==> config.mk <==
export PLATFORM = sky130hd
export DESIGN_NAME = ext_irq_flag_clock_source_reg
export DESIGN_NICKNAME = d
export VERILOG_FILES = /design/src/hw/ext_irq_pkg.sv /design/src/hw/ext_irq_flag_clock_source_reg.sv /design/src/hw/edge_flag_detect.sv
export VERILOG_INCLUDE_DIRS = /design/src /design/src/hw
export SDC_FILE = /design/constraint.sdc
export NUM_CORES = 1
export LEC_CHECK = 0
export BUFFER_PORTS_ARGS = -buffer_cell sky130_fd_sc_hd__buf_2
export CAP_MARGIN = 20
export CORE_ASPECT_RATIO = 0.7
export CORE_MARGIN = 3
export CORE_UTILIZATION = 40
export CTS_BUF_LIST = sky130_fd_sc_hd__clkbuf_8 sky130_fd_sc_hd__clkbuf_16
export DETAILED_ROUTE_END_ITERATION = 8
export PLACE_DENSITY = 0.64
export SLEW_MARGIN = 0
export SYNTH_ARGS = -nofsm -noshare
export SYNTH_HDL_FRONTEND = slang
export SYNTH_SLANG_ARGS = --single-unit
==> constraint.sdc <==
create_clock -name i_ref_clk -period 2.1 [get_ports i_ref_clk]
set_input_delay 0.21 -clock i_ref_clk [delete_from_list [all_inputs] [get_ports i_ref_clk]]
set_output_delay 0.21 -clock i_ref_clk [all_outputs]
set_load 0.03 [all_outputs]
==> src/hw/ext_irq_regs.svh <==
`ifndef EXT_IRQ_REGS_SVH
`define EXT_IRQ_REGS_SVH

// ----------------------------------------------------------------
// Register location and field positions
// ----------------------------------------------------------------
`define EXT_EDGE_FLAGS_CLOCK_SELECT_ADDR 8'h91
`define EDGE_FLAG_5_BIT                  7
`define EDGE_FLAG_4_BIT                  6
`define EDGE_FLAG_3_BIT                  5
`define EDGE_FLAG_2_BIT                  4
`define CLOCK_SOURCE_SELECT_BIT          3
`define RING_MODE_STATUS_BIT             2
`define RING_RESUME_SELECT_BIT           1
`define BANDGAP_STOP_ENABLE_BIT          0

// ----------------------------------------------------------------
// Values after reset
// ----------------------------------------------------------------
`define EDGE_FLAGS_RST                   4'h0
`define CLOCK_SOURCE_SELECT_POR          1'b1
`define RING_MODE_STATUS_POR             1'b0
`define RING_RESUME_SELECT_POR           1'b0
`define BANDGAP_STOP_ENABLE_RST          1'b0
`define READ_DATA_IDLE                   8'h00

`endif

==> src/hw/ext_irq_pkg.sv <==
package ext_irq_pkg;

  // ----------------------------------------------------------------
  // Clock source sequencing
  // ----------------------------------------------------------------
  typedef enum logic [2:0] {
    CLK_RUN_XTAL  = 3'b000,
    CLK_RUN_RING  = 3'b001,
    CLK_STOPPED   = 3'b010,
    CLK_WARM_HOLD = 3'b011,
    CLK_WARM_RING = 3'b100
  } clk_state_t;

  typedef enum logic {
    EDGE_RISING  = 1'b0,
    EDGE_FALLING = 1'b1
  } edge_kind_t;

endpackage : ext_irq_pkg

==> src/hw/ext_irq_flag_clock_source_reg.sv <==
// Contract
// - Falling edges on pins 5,3 set bits 7,5
// - Rising edges on pins 4,2 set bits 6,4
// - Edge flags clear only by software zero or any reset
// - Software-set flag requests interrupt like edge
// - Select one picks crystal, zero picks ring
// - Setting select needs warm-up done, crystal on
// - Select reads inverse of ring status while running
// - Power-on reset sets select; others keep
// - Ring status shows active clock source
// - Power-on reset clears ring status, resume
// - Resume select zero holds until warm-up
// - Resume select one runs ring, then switches
// - Band-gap bit timed-access only, resets zero
// - Band-gap off in Stop unless bit set
`timescale 1ns/1ps
`include "ext_irq_regs.svh"
`default_nettype none

module ext_irq_flag_clock_source_reg
  import ext_irq_pkg::*;
#(
  parameter bit HAS_RING_OSC = 1'b1
)
(
  input  wire logic       i_ref_clk,
  input  wire logic       i_srst,
  input  wire logic       i_por,
  input  wire logic       i_ce,
  input  wire logic [7:0] i_sfr_addr,
  input  wire logic       i_sfr_wr,
  input  wire logic       i_sfr_rd,
  input  wire logic [7:0] i_sfr_wdata,
  output logic      [7:0] o_sfr_rdata,
  input  wire logic       i_edge_pin_5,
  input  wire logic       i_edge_pin_4,
  input  wire logic       i_edge_pin_3,
  input  wire logic       i_edge_pin_2,
  input  wire logic       i_crystal_warm_status,
  input  wire logic       i_crystal_off_control,
  input  wire logic       i_timed_access_open,
  input  wire logic       i_stop_mode,
  input  wire logic       i_stop_exit,
  output logic      [3:0] o_irq_req,
  output logic            o_clock_source_select,
  output logic            o_ring_mode_status,
  output logic            o_hold_operation,
  output logic            o_bandgap_enable
);

  import ext_irq_pkg::*;

  // ----------------------------------------------------------------
  // Edge detection
  // ----------------------------------------------------------------
  logic [3:0] edge_hit;

  edge_flag_detect #(.KIND(EDGE_RISING)) u_edge_2 (
    .i_ref_clk (i_ref_clk),
    .i_srst    (i_srst),
    .i_ce      (i_ce),
    .i_pin     (i_edge_pin_2),
    .o_edge    (edge_hit[0])
  );
  edge_flag_detect #(.KIND(EDGE_FALLING)) u_edge_3 (
    .i_ref_clk (i_ref_clk),
    .i_srst    (i_srst),
    .i_ce      (i_ce),
    .i_pin     (i_edge_pin_3),
    .o_edge    (edge_hit[1])
  );
  edge_flag_detect #(.KIND(EDGE_RISING)) u_edge_4 (
    .i_ref_clk (i_ref_clk),
    .i_srst    (i_srst),
    .i_ce      (i_ce),
    .i_pin     (i_edge_pin_4),
    .o_edge    (edge_hit[2])
  );
  edge_flag_detect #(.KIND(EDGE_FALLING)) u_edge_5 (
    .i_ref_clk (i_ref_clk),
    .i_srst    (i_srst),
    .i_ce      (i_ce),
    .i_pin     (i_edge_pin_5),
    .o_edge    (edge_hit[3])
  );

  // ----------------------------------------------------------------
  // Register state
  // ----------------------------------------------------------------
  logic [3:0] flags_r;
  logic [3:0] flags_nxt;
  logic       clk_sel_r;
  logic       clk_sel_nxt;
  logic       ring_mode_r;
  logic       ring_mode_nxt;
  logic       resume_sel_r;
  logic       resume_sel_nxt;
  logic       bgs_r;
  logic       bgs_nxt;
  clk_state_t state_r;
  clk_state_t state_nxt;
  logic [7:0] rdata_nxt;
  logic       wr_hit;
  logic       sel_allowed;
  logic       clk_sel_rd;
  logic       ring_rd;

  assign wr_hit      = i_sfr_wr & (i_sfr_addr == `EXT_EDGE_FLAGS_CLOCK_SELECT_ADDR);
  assign sel_allowed = i_crystal_warm_status & ~i_crystal_off_control;
  assign clk_sel_rd  = HAS_RING_OSC ? clk_sel_r : 1'b1;
  assign ring_rd     = HAS_RING_OSC ? ring_mode_r : 1'b0;

  always_comb
  begin
    // Software value first, edges OR'ed after so a set wins a clear
    flags_nxt = flags_r;
    if (wr_hit)
      flags_nxt = i_sfr_wdata[`EDGE_FLAG_5_BIT:`EDGE_FLAG_2_BIT];
    flags_nxt = flags_nxt | edge_hit;

    clk_sel_nxt    = clk_sel_r;
    resume_sel_nxt = resume_sel_r;
    bgs_nxt        = bgs_r;
    if (wr_hit)
    begin
      // Clearing always allowed, setting only when crystal is ready
      if (!i_sfr_wdata[`CLOCK_SOURCE_SELECT_BIT] || sel_allowed)
        clk_sel_nxt = i_sfr_wdata[`CLOCK_SOURCE_SELECT_BIT];
      resume_sel_nxt = i_sfr_wdata[`RING_RESUME_SELECT_BIT];
      if (i_timed_access_open)
        bgs_nxt = i_sfr_wdata[`BANDGAP_STOP_ENABLE_BIT];
    end

    state_nxt = state_r;
    case (state_r)
      CLK_RUN_XTAL, CLK_RUN_RING:
      begin
        if (i_stop_mode)
          state_nxt = CLK_STOPPED;
        else
          state_nxt = clk_sel_nxt ? CLK_RUN_XTAL : CLK_RUN_RING;
      end
      CLK_STOPPED:
      begin
        if (i_stop_exit)
          state_nxt = resume_sel_r ? CLK_WARM_RING : CLK_WARM_HOLD;
      end
      CLK_WARM_HOLD, CLK_WARM_RING:
      begin
        if (i_crystal_warm_status)
          state_nxt = clk_sel_nxt ? CLK_RUN_XTAL : CLK_RUN_RING;
      end
      default:
        state_nxt = CLK_RUN_XTAL;
    endcase

    // Stop and held warm-up keep the last reported source
    case (state_nxt)
      CLK_RUN_RING, CLK_WARM_RING: ring_mode_nxt = 1'b1;
      CLK_RUN_XTAL:                ring_mode_nxt = 1'b0;
      default:                     ring_mode_nxt = ring_mode_r;
    endcase

    rdata_nxt = `READ_DATA_IDLE;
    if (i_sfr_rd && (i_sfr_addr == `EXT_EDGE_FLAGS_CLOCK_SELECT_ADDR))
      rdata_nxt = {flags_r, clk_sel_rd, ring_rd, resume_sel_r, bgs_r};
  end

  // Only a power-on reset touches the clock controls; a watchdog or
  // pin reset must not upset a running oscillator choice
  always_ff @(posedge i_ref_clk)
  begin
    if (i_srst)
    begin
      flags_r     <= `EDGE_FLAGS_RST;
      bgs_r       <= `BANDGAP_STOP_ENABLE_RST;
      o_sfr_rdata <= `READ_DATA_IDLE;
      if (i_por)
      begin
        clk_sel_r    <= `CLOCK_SOURCE_SELECT_POR;
        ring_mode_r  <= `RING_MODE_STATUS_POR;
        resume_sel_r <= `RING_RESUME_SELECT_POR;
        state_r      <= CLK_RUN_XTAL;
      end
    end
    else if (i_ce)
    begin
      flags_r      <= flags_nxt;
      bgs_r        <= bgs_nxt;
      o_sfr_rdata  <= rdata_nxt;
      clk_sel_r    <= clk_sel_nxt;
      ring_mode_r  <= ring_mode_nxt;
      resume_sel_r <= resume_sel_nxt;
      state_r      <= state_nxt;
    end
  end

  // ----------------------------------------------------------------
  // Outputs
  // ----------------------------------------------------------------
  assign o_irq_req             = flags_r;
  assign o_clock_source_select = clk_sel_rd;
  assign o_ring_mode_status    = ring_rd;
  assign o_hold_operation      = (state_r == CLK_WARM_HOLD);
  assign o_bandgap_enable      = ~i_stop_mode | bgs_r;

  // ----------------------------------------------------------------
  // Checks
  // ----------------------------------------------------------------
  logic por_done_r;

  always_ff @(posedge i_ref_clk)
  begin
    por_done_r <= i_srst & i_por;
  end
endmodule : ext_irq_flag_clock_source_reg

`default_nettype wire

==> src/hw/edge_flag_detect.sv <==
`timescale 1ns/1ps
`default_nettype none

module edge_flag_detect
  import ext_irq_pkg::*;
#(
  parameter edge_kind_t KIND = EDGE_RISING
)
(
  input  wire logic i_ref_clk,
  input  wire logic i_srst,
  input  wire logic i_ce,
  input  wire logic i_pin,
  output logic      o_edge
);

  logic prev_r;
  logic prev_nxt;

  // Idle level as reset value so a pin resting at idle makes no edge
  always_comb
  begin
    prev_nxt = i_pin;
  end

  always_ff @(posedge i_ref_clk)
  begin
    if (i_srst)
      prev_r <= (KIND == EDGE_FALLING);
    else if (i_ce)
      prev_r <= prev_nxt;
  end

  assign o_edge = (KIND == EDGE_FALLING) ? (prev_r & ~i_pin) : (~prev_r & i_pin);

endmodule : edge_flag_detect

`default_nettype wire

==> flow_metrics.py, run 1 <==
metrics = {
    "timing": {
        "rsz0062_at_grt": "no",
        "whs_ns": 0.164,
        "period_needed_ns": 1.62,
        "setup_viol": 0,
        "finalClockSkew_ns": 0.000982,
        "max_freq_ghz": 0.618,
        "max_slew_margin": 0.613,
        "final-hold-violation-count": 0,
        "period_share": 0.770,
        "tightest_slew_ns": 0.579,
        "drv_slew": 0,
        "fin_tns_setup_ns": 0,
    },
    "synth": {
        "synth_top_area_frac": 0.299,
        "netlist_instances": 110,
        "netlist_area_mm2": 0.00114,
        "synth_area_leader_cell": "dfxtp_1",
        "synthArstFlopShare": 0,
        "synth-edff-count": 6,
        "syn-mean-instance-area_um2": 10.3,
        "ys_seq_area_frac": 0.458,
        "synth_cell_types": 38,
        "yosysWarningCount": 0,
        "synth_seq_cells": 23,
        "ys_dominant_reg_cell": "dfxtp_1",
        "synth_nets": 141,
        "netlist_top_cells_area": "dfxtp_1 (30%), edfxtp_1 (16%), a22o_1 (6.2%), nor2b_1 (4.4%), nor4_4 (3.7%)",
    },
    "die": {
        "fp.dieW_um": 69.7,
        "die_h_um": 50.6,
        "rows": 15,
        "io_pins": 47,
        "core_area_mm2": 0.00259,
        "dieArea_mm2": 0.00353,
        "start_util": 0.439,
    },
    "clock_tree": {
        "cts-root-buf": "clkbuf_8",
        "cts.htree.levels": 1,
        "cts_resized": 0,
        "clk_latency_ns": 0.26,
        "clk_pin_slew_ns": 0.08,
        "clk_path_buf_depth": 2,
        "cts_sinks": 23,
        "numCtsBuffers": 3,
        "cts_setup_buffers": 0,
        "cts_hold_buffers": 0,
        "cts_tree": "done",
    },
    "place": {
        "portBuffers": 45,
        "dp.cells": 187,
        "gp_congestion": 0.781,
        "dp_hpwl_mm": 1.99,
    },
    "final_layout": {
        "diodes": 0,
        "area_growth_pct": 26.5,
        "drive_gt1_frac": 0.389,
        "final_util": 0.556,
        "fin_nets": 189,
        "fin_cells": 191,
    },
    "routing": {
        "drt_iter0_markers": 41,
        "wl_mm": 2.55,
        "drc": 0,
        "drtPass1Iterations": 4,
        "antenna_left": 0,
        "num_vias": 979,
        "wl_per_cell_um": 13.4,
        "vias_per_cell": 5.13,
    },
    "worst_setup_path": {
        "critPathMaxFanout": 5,
        "max_stage_delay_ns": 0.61,
        "cp.arrival_ns": 1.62,
        "critPathSlowestCell": "or4b_4",
        "cp-end-kind": "flip-flop",
        "start_kind": "input pin",
        "crit_required_ns": 2.11,
        "critPathKind": "input pin to flip-flop",
        "cp_cell_sequence": "buf_2 -> or4b_4 -> a2111o_1 -> a32oi_1 -> a21oi_1",
    },
    "global_routing": {
        "antenna_found_initial": 0,
        "grt_max_degree": 20,
        "grt_pass1_vias": 909,
        "gr-total-overflow": 0,
        "track_usage": 0.154,
        "grt_pass1_wl_mm": 4.28,
    },
    "power": {
        "pwr-share-clk": 0.303,
        "p_seq_frac": 0.542,
        "combPwrFrac": 0.155,
        "peakVddDrop_uv": 333,
        "cellPowerDensity_mw_per_mm2": 627,
        "internal-power_uw": 667,
        "p_leak_uw": 0.000646,
        "switching_share": 0.260,
        "switchingPower_uw": 235,
    },
    "status": {
        "status": "completed",
    },
    "job": {
        "maxCapViolations": 0,
    },
    "worst_hold_path": {
        "holdCritPathClass": "input pin to flip-flop",
    },
}
-- final cells by class --
| class | instances | area [µm²] |
|---|---|---|
| clock inverter | 1 | 5.00 |
| multi-input combinational | 75 | 563 |
| tap | 34 | 42.5 |
| clock buffer | 3 | 41.3 |
| inverter | 9 | 33.8 |
| sequential | 23 | 520 |
| fill | 236 | 1150 |
| timing repair buffer | 46 | 233 |
-- synthesized netlist by cell type (all sizes together) (2+ instances only) --
| library cell | number |
|---|---|
| o21ai | 6 |
| a211oi | 2 |
| a21oi | 4 |
| nand2 | 5 |
| buf | 2 |
| nor2 | 8 |
| inv | 9 |
| a211o | 2 |
| a22o | 8 |
| and2b | 3 |
| dfxtp | 17 |
| a221oi | 4 |
| nor4 | 2 |
| nand2b | 2 |
| edfxtp | 6 |
| nor2b | 8 |
| mux2i | 2 |
| or2 | 2 |
-- routing by layer --
metal,wire (µm),global-route usage,vias up,share of wire
li1,-,-,498,-
met1,1200,0.215,435,0.47
met2,1110,0.226,44,0.43
met3,225,0.0500,2,0.088
met4,25,0.0510,0,0.0098
met5,0,0,-,0
-- layout by cell type, fill, tap and decap left out, types with 2 or more instances in the layout --
cell type  count
clkbuf_8       3
edfxtp_1       6
a21oi_1        4
nor4_4         2
nor2_1         8
and2b_2        2
nand2_1        5
a22o_1         8
or2_2          2
nand2b_1       2
dfxtp_1       17
a221oi_1       4
a211o_1        2
mux2i_1        2
a211oi_1       2
o21ai_0        6
buf_2         45
nor2b_1        8
inv_1          9
-- power groups by stage --
stage                     clock [µW]  sequential [µW]  combinational [µW]
after floorplan                    0              511                74.8
after global placement             0              499                 136
after detailed placement           0              499                 139
after CTS                        283              489                 140
after global routing             303              492                 155
final                            274              489                 140
-- worst max-delay path: cells and delay by family --
family | cells | cell delay (ns)
buf+inv | 1 | 0.10
simple gates | 1 | 0.61
compound gates | 3 | 0.71
-- logic make-up after synthesis --
logic type             share of synthesized area
AO/OA/AOI/OAI                              0.223
flip-flops                                 0.458
buffers and inverters                     0.0473
multiplexers                              0.0176
AND/OR/NAND/NOR                            0.254
-- stage by stage --
stage	total power [µW]	setup WS, ns	instance area, µm²
3_5_place_dp	638	0.214	1390
5_1_grt	950	0.417	1440
3_3_place_gp	635	0.227	1390
2_1_floorplan	586	0.418	1140
4_1_cts	911	0.493	1440
6_report	902	0.483	1440
-- sequential cells by signal (all words and copies together), names as in the netlist --
register               count
u_edge_3.prev_r            1
resume_sel_r               1
o_ring_mode_status         1
u_edge_2.prev_r            1
o_clock_source_select      1
bgs_r                      1
o_irq_req                  4
state_r                    3
u_edge_4.prev_r            1
u_edge_5.prev_r            1
o_sfr_rdata                8
-- path summary, 6_finish.rpt --
check / slack (ns) / from / to / cells after the start
worst max-delay path: 0.48 / i_sfr_addr[3] / o_ring_mode_status / 5
worst min-delay path: 0.16 / i_edge_pin_5 / u_edge_5.prev_r / 2
worst max register to register: 0.53 / state_r[0] / o_ring_mode_status / 4
worst min register to register: 0.48 / o_sfr_rdata[7] / o_sfr_rdata[7] / 1
(Power assumes the default switching activity.)
==> run 2: changes to the inputs <==
==> constraint.sdc (replaced) <==
create_clock -name i_ref_clk -period 1.6 [get_ports i_ref_clk]
set_input_delay 0.16 -clock i_ref_clk [delete_from_list [all_inputs] [get_ports i_ref_clk]]
set_output_delay 0.16 -clock i_ref_clk [all_outputs]
set_load 0.03 [all_outputs]
==> run 2 against run 1 <==
  * Core utilization is 2.5 points higher
  * Flip-flop and latch count stayed put
  * Clock power is 30% higher
  * Final area is 4.5% higher
==> flow_metrics.py, run 2 (synthesis gave the netlist of run 1 again) <==
metrics = {
    "timing": {
        "whs_ns": 0.120,
        "setup_viol": 0,
        "max_freq_ghz": 0.640,
        "drv_slew": 0,
        "final-hold-violation-count": 0,
        "period_share": 0.976,
        "rsz0062_at_grt": "yes",
        "tightest_slew_ns": 0.321,
        "max_slew_margin": 0.785,
        "finalClockSkew_ns": 0.000401,
        "period_needed_ns": 1.56,
    },
    "clock_tree": {
        "cts_sinks": 23,
        "clk_pin_slew_ns": 0.08,
        "clk_latency_ns": 0.26,
        "cts-root-buf": "clkbuf_8",
        "cts.htree.levels": 1,
        "cts_setup_buffers": 0,
        "cts_resized": 0,
        "cts_tree": "done",
        "numCtsBuffers": 3,
        "clk_path_buf_depth": 2,
        "cts_hold_buffers": 0,
    },
    "place": {
        "dp_hpwl_mm": 2.12,
        "gp_congestion": 0.780,
        "portBuffers": 45,
        "place_area_mm2": 0.00145,
    },
    "worst_setup_path": {
        "crit_required_ns": 1.61,
        "cp.arrival_ns": 1.57,
        "reg2reg_from": "state_r[0]",
        "reg2reg_to": "o_ring_mode_status",
        "cp_cell_sequence": "and2b_1 -> or2_2 -> a32oi_1 -> a21oi_1",
        "r2r_cells": 4,
        "critPathSlowestCell": "edfxtp_1",
        "critPathMaxFanout": 6,
        "start_kind": "flip-flop",
        "cp-end-kind": "flip-flop",
        "r2r_slack_ns": 0.04,
        "critPathKind": "flip-flop to flip-flop",
        "max_stage_delay_ns": 0.48,
    },
    "routing": {
        "vias_per_cell": 5.07,
        "antenna_left": 0,
        "drc": 0,
        "wl_mm": 2.62,
        "num_vias": 1008,
        "drt_iter0_markers": 32,
        "wl_per_cell_um": 13.2,
        "drtPass1Iterations": 4,
    },
    "power": {
        "cellPowerDensity_mw_per_mm2": 791,
        "peakVddDrop_uv": 536,
        "p_leak_uw": 0.000688,
    },
    "global_routing": {
        "track_usage": 0.156,
        "antenna_found_initial": 0,
        "busiest_layer": "met2",
        "met3_usage": 0.0560,
        "grt_max_degree": 15,
        "gr-total-overflow": 0,
        "grt_pass1_wl_mm": 4.37,
        "grt_use_met1": 0.216,
        "grt_pass1_vias": 984,
        "grtUsageMet2": 0.241,
    },
    "final_layout": {
        "final_common_cell": "buf_2",
        "stdcell_area_mm2": 0.00150,
        "layout_common_cells": "buf_2 (45), dfxtp_1 (17), inv_1 (9), buf_4 (9)",
        "register_area_um2": 520,
        "drive_gt1_frac": 0.424,
        "fin_nets": 197,
        "diodes": 0,
        "area_growth_pct": 32.2,
        "largest_register_ffs": 8,
        "largest-register": "o_sfr_rdata",
        "multi_input_area_um2": 568,
        "final_util": 0.581,
        "fillers": 241,
    },
    "die": {
        "start_util": 0.439,
        "die_h_um": 50.6,
        "core_area_mm2": 0.00259,
        "io_pins": 47,
        "dieArea_mm2": 0.00353,
        "rows": 15,
        "fp.dieW_um": 69.7,
    },
    "worst_hold_path": {
        "worstHoldPathCells": 2,
        "holdCritPathClass": "input pin to flip-flop",
        "hp-start": "i_edge_pin_5",
        "hold_path_end": "u_edge_5.prev_r",
    },
    "job": {
        "maxCapViolations": 0,
    },
    "status": {
        "status": "completed",
    },
}
[run 2: worst max-delay path, delay by kind of cell (launching register included)]
kind / cells / cell delay [ns]
AND/OR/NAND/NOR: 2 / 0.49
AO/OA/AOI/OAI: 2 / 0.34
flip-flops: 1 / 0.48
[run 2: area by class of cell]
| cell class | instances | area share |
|---|---|---|
| Multi-Input combinational cell | 75 | 0.378 |
| Sequential cell | 23 | 0.346 |
| Timing Repair Buffer | 54 | 0.195 |
| Tap cell | 34 | 0.0283 |
| Clock buffer | 3 | 0.0275 |
| Inverter | 9 | 0.0225 |
| Clock inverter | 1 | 0.00333 |
[run 2: where the power goes]
group	switching [µW]	total [µW]	leakage (µW)	internal, µW
Combinational	108	194	0.000467	86.6
Clock	182	356	0.0000255	174
Sequential	17.2	640	0.000195	622
Total	307	1190	0.000688	883
[run 2: worst max-delay path by stage]
stage | start | end | slack (ns) | depth (start not counted)
4_1_cts | state_r[0] | o_ring_mode_status | 0.08 | 4
6_report | state_r[0] | o_ring_mode_status | 0.04 | 4
3_3_place_gp | i_sfr_addr[3] | state_r[0] | -0.14 | 6
5_1_grt | state_r[0] | o_ring_mode_status | -0.01 | 4
3_5_place_dp | i_sfr_addr[3] | state_r[0] | -0.16 | 6
2_1_floorplan | i_sfr_addr[3] | o_ring_mode_status | -0.02 | 4
[run 2: routing by layer]
| metal | part of all wire | wire length (µm) | vias to the layer above |
|---|---|---|---|
| li1 | - | - | 516 |
| met1 | 0.50 | 1320 | 454 |
| met2 | 0.41 | 1090 | 36 |
| met3 | 0.078 | 204 | 2 |
| met4 | 0.0031 | 8 | 0 |
| met5 | 0 | 0 | - |
[run 2: stage by stage]
stage	instances	TNS (ns)	setup WS, ns	total power (µW)
after CTS	199	0	0.0779	1200
final	199	0	0.0387	1190
after global routing	199	-0.0212	-0.0143	1250
after floorplan	110	-0.0164	-0.0164	769
after global placement	195	-0.445	-0.144	841
after detailed placement	195	-0.692	-0.156	847
==> run 3: changes to the inputs <==
--- a/config.mk
+++ b/config.mk
@@ -10,10 +10,10 @@
 export CAP_MARGIN = 20
 export CORE_ASPECT_RATIO = 0.7
 export CORE_MARGIN = 3
-export CORE_UTILIZATION = 40
+export CORE_UTILIZATION = 47
 export CTS_BUF_LIST = sky130_fd_sc_hd__clkbuf_8 sky130_fd_sc_hd__clkbuf_16
 export DETAILED_ROUTE_END_ITERATION = 8
-export PLACE_DENSITY = 0.64
+export PLACE_DENSITY = 0.74
 export SLEW_MARGIN = 0
 export SYNTH_ARGS = -nofsm -noshare
 export SYNTH_HDL_FRONTEND = slang
==> run 3 against run 2 <==
  * Combinational power up 5%
  * Wire length is 0.50% higher
  * Sequential share of layout area down 0.62 points
  * Highest routed layer unchanged
  * Non-clock buffer count stayed put
  * Flip-flop and latch count unchanged
  * Largest cell class unchanged
  * Final cell count shrank 1.0%
==> flow_metrics.py, run 3 (synthesis gave the netlist of run 1 again) <==
metrics = {
    "worst_setup_path": {
        "cp.arrival_ns": 1.54,
        "critPathMaxFanout": 6,
        "cp_top_family": "simple AND/OR/NAND/NOR gates",
        "critPathSlowestCell": "edfxtp_1",
        "cp_cell_sequence": "and2b_1 -> or2_2 -> a32oi_2 -> a21oi_1",
        "start_kind": "flip-flop",
        "critPathBufInv": 0,
        "crit_required_ns": 1.61,
        "max_stage_delay_ns": 0.48,
        "critPathKind": "flip-flop to flip-flop",
        "cp-end-kind": "flip-flop",
    },
    "place": {
        "dp_slack_ns": -0.174,
        "dp.cells": 193,
        "dp_hpwl_mm": 2.14,
        "gp_congestion": 0.810,
        "portBuffers": 45,
    },
    "timing": {
        "final-hold-violation-count": 0,
        "fin_ws_ns": 0.0651,
        "tightest_slew_ns": 0.253,
        "setup_viol": 0,
        "fin_tns_setup_ns": 0,
        "finalClockSkew_ns": 0.00142,
        "max_freq_ghz": 0.651,
        "period_needed_ns": 1.53,
        "rsz0062_at_grt": "yes",
        "drv_slew": 0,
        "max_slew_margin": 0.830,
        "period_share": 0.959,
    },
    "routing": {
        "antenna_left": 0,
        "num_vias": 995,
        "drt_iter0_markers": 19,
        "wl_mm": 2.63,
        "vias_per_cell": 5.05,
        "drtPass1Iterations": 4,
        "wl_per_cell_um": 13.4,
        "drc": 0,
    },
    "die": {
        "die_h_um": 47.2,
        "core_area_mm2": 0.00222,
        "io_pins": 47,
        "rows": 14,
        "start_util": 0.511,
        "dieArea_mm2": 0.00306,
        "fp.dieW_um": 64.8,
    },
    "clock_tree": {
        "cts_sinks": 23,
        "cts.htree.levels": 1,
        "cts_tree": "done",
        "cts_setup_buffers": 0,
        "cts-root-buf": "clkbuf_8",
        "numCtsBuffers": 3,
        "clk_pin_slew_ns": 0.07,
        "clk_latency_ns": 0.26,
        "clk_path_buf_depth": 2,
    },
    "global_routing": {
        "track_usage": 0.178,
        "grt_max_degree": 19,
        "grt_pass1_vias": 840,
        "antenna_found_initial": 0,
        "gr-total-overflow": 0,
        "grt_pass1_wl_mm": 3.93,
    },
    "power": {
        "pwr-share-clk": 0.288,
        "power_uw": 1190,
        "switchingPower_uw": 302,
        "peakVddDrop_uv": 410,
        "internal-power_uw": 885,
        "p_leak_uw": 0.000701,
        "combPwrFrac": 0.172,
        "cellPowerDensity_mw_per_mm2": 775,
        "switching_share": 0.254,
        "p_seq_frac": 0.540,
    },
    "final_layout": {
        "final_common_cell": "buf_2",
        "final_util": 0.688,
        "fin_nets": 197,
        "area_growth_pct": 34.7,
        "fin_cells": 197,
        "drive_gt1_frac": 0.436,
        "diodes": 0,
        "layout_common_cells": "buf_2 (45), dfxtp_1 (17), inv_1 (10)",
        "largest-register": "o_sfr_rdata",
        "largest_register_ffs": 8,
    },
    "status": {
        "status": "completed",
    },
    "worst_hold_path": {
        "holdCritPathClass": "input pin to flip-flop",
    },
    "job": {
        "maxCapViolations": 0,
    },
}
==> run 3: final timing paths <==
check                 startpoint                  to  slack [ns]  depth (start not counted)
hold / removal      i_edge_pin_5     u_edge_5.prev_r        0.13                          2
hold reg to reg   o_sfr_rdata[7]      o_sfr_rdata[7]        0.48                          1
setup / recovery      state_r[0]  o_ring_mode_status        0.07                          4
setup reg to reg      state_r[0]  o_ring_mode_status        0.07                          4
==> run 3: power groups by stage <==
stage	combinational (µW)	sequential, µW	clock [µW]
6_report	204	641	342
5_1_grt	222	644	384
4_1_cts	196	641	352
3_5_place_dp	195	654	0
3_3_place_gp	191	652	0
2_1_floorplan	98.2	671	0
==> run 3: what timing repair did <==
item | CTS | global route
gates resized for setup | 0 | 4
endpoints found under the setup margin | 0 | 3
hold buffers | 0 | 0
==> run 3: per-stage QoR <==
step                      hold slack (ns)  instance area (µm²)
after floorplan                     0.282                 1140
after global placement              0.383                 1460
after detailed placement            0.392                 1460
after CTS                           0.119                 1510
after global routing                0.116                 1530
final                               0.126                 1530
==> run 3: layout make-up <==
type | count | area [µm²]
clock buffer | 3 | 41.3
fill | 177 | 693
inverter | 9 | 33.8
multi-input combinational | 75 | 587
sequential | 23 | 520
timing repair buffer | 54 | 305
tap | 32 | 40.0
clock inverter | 1 | 3.75
==> run 3: layer usage <==
layer	routed length [µm]	GRT usage
met3	173	0.0574
met1	1270	0.241
met4	12	0.0504
met5	0	0
met2	1180	0.278
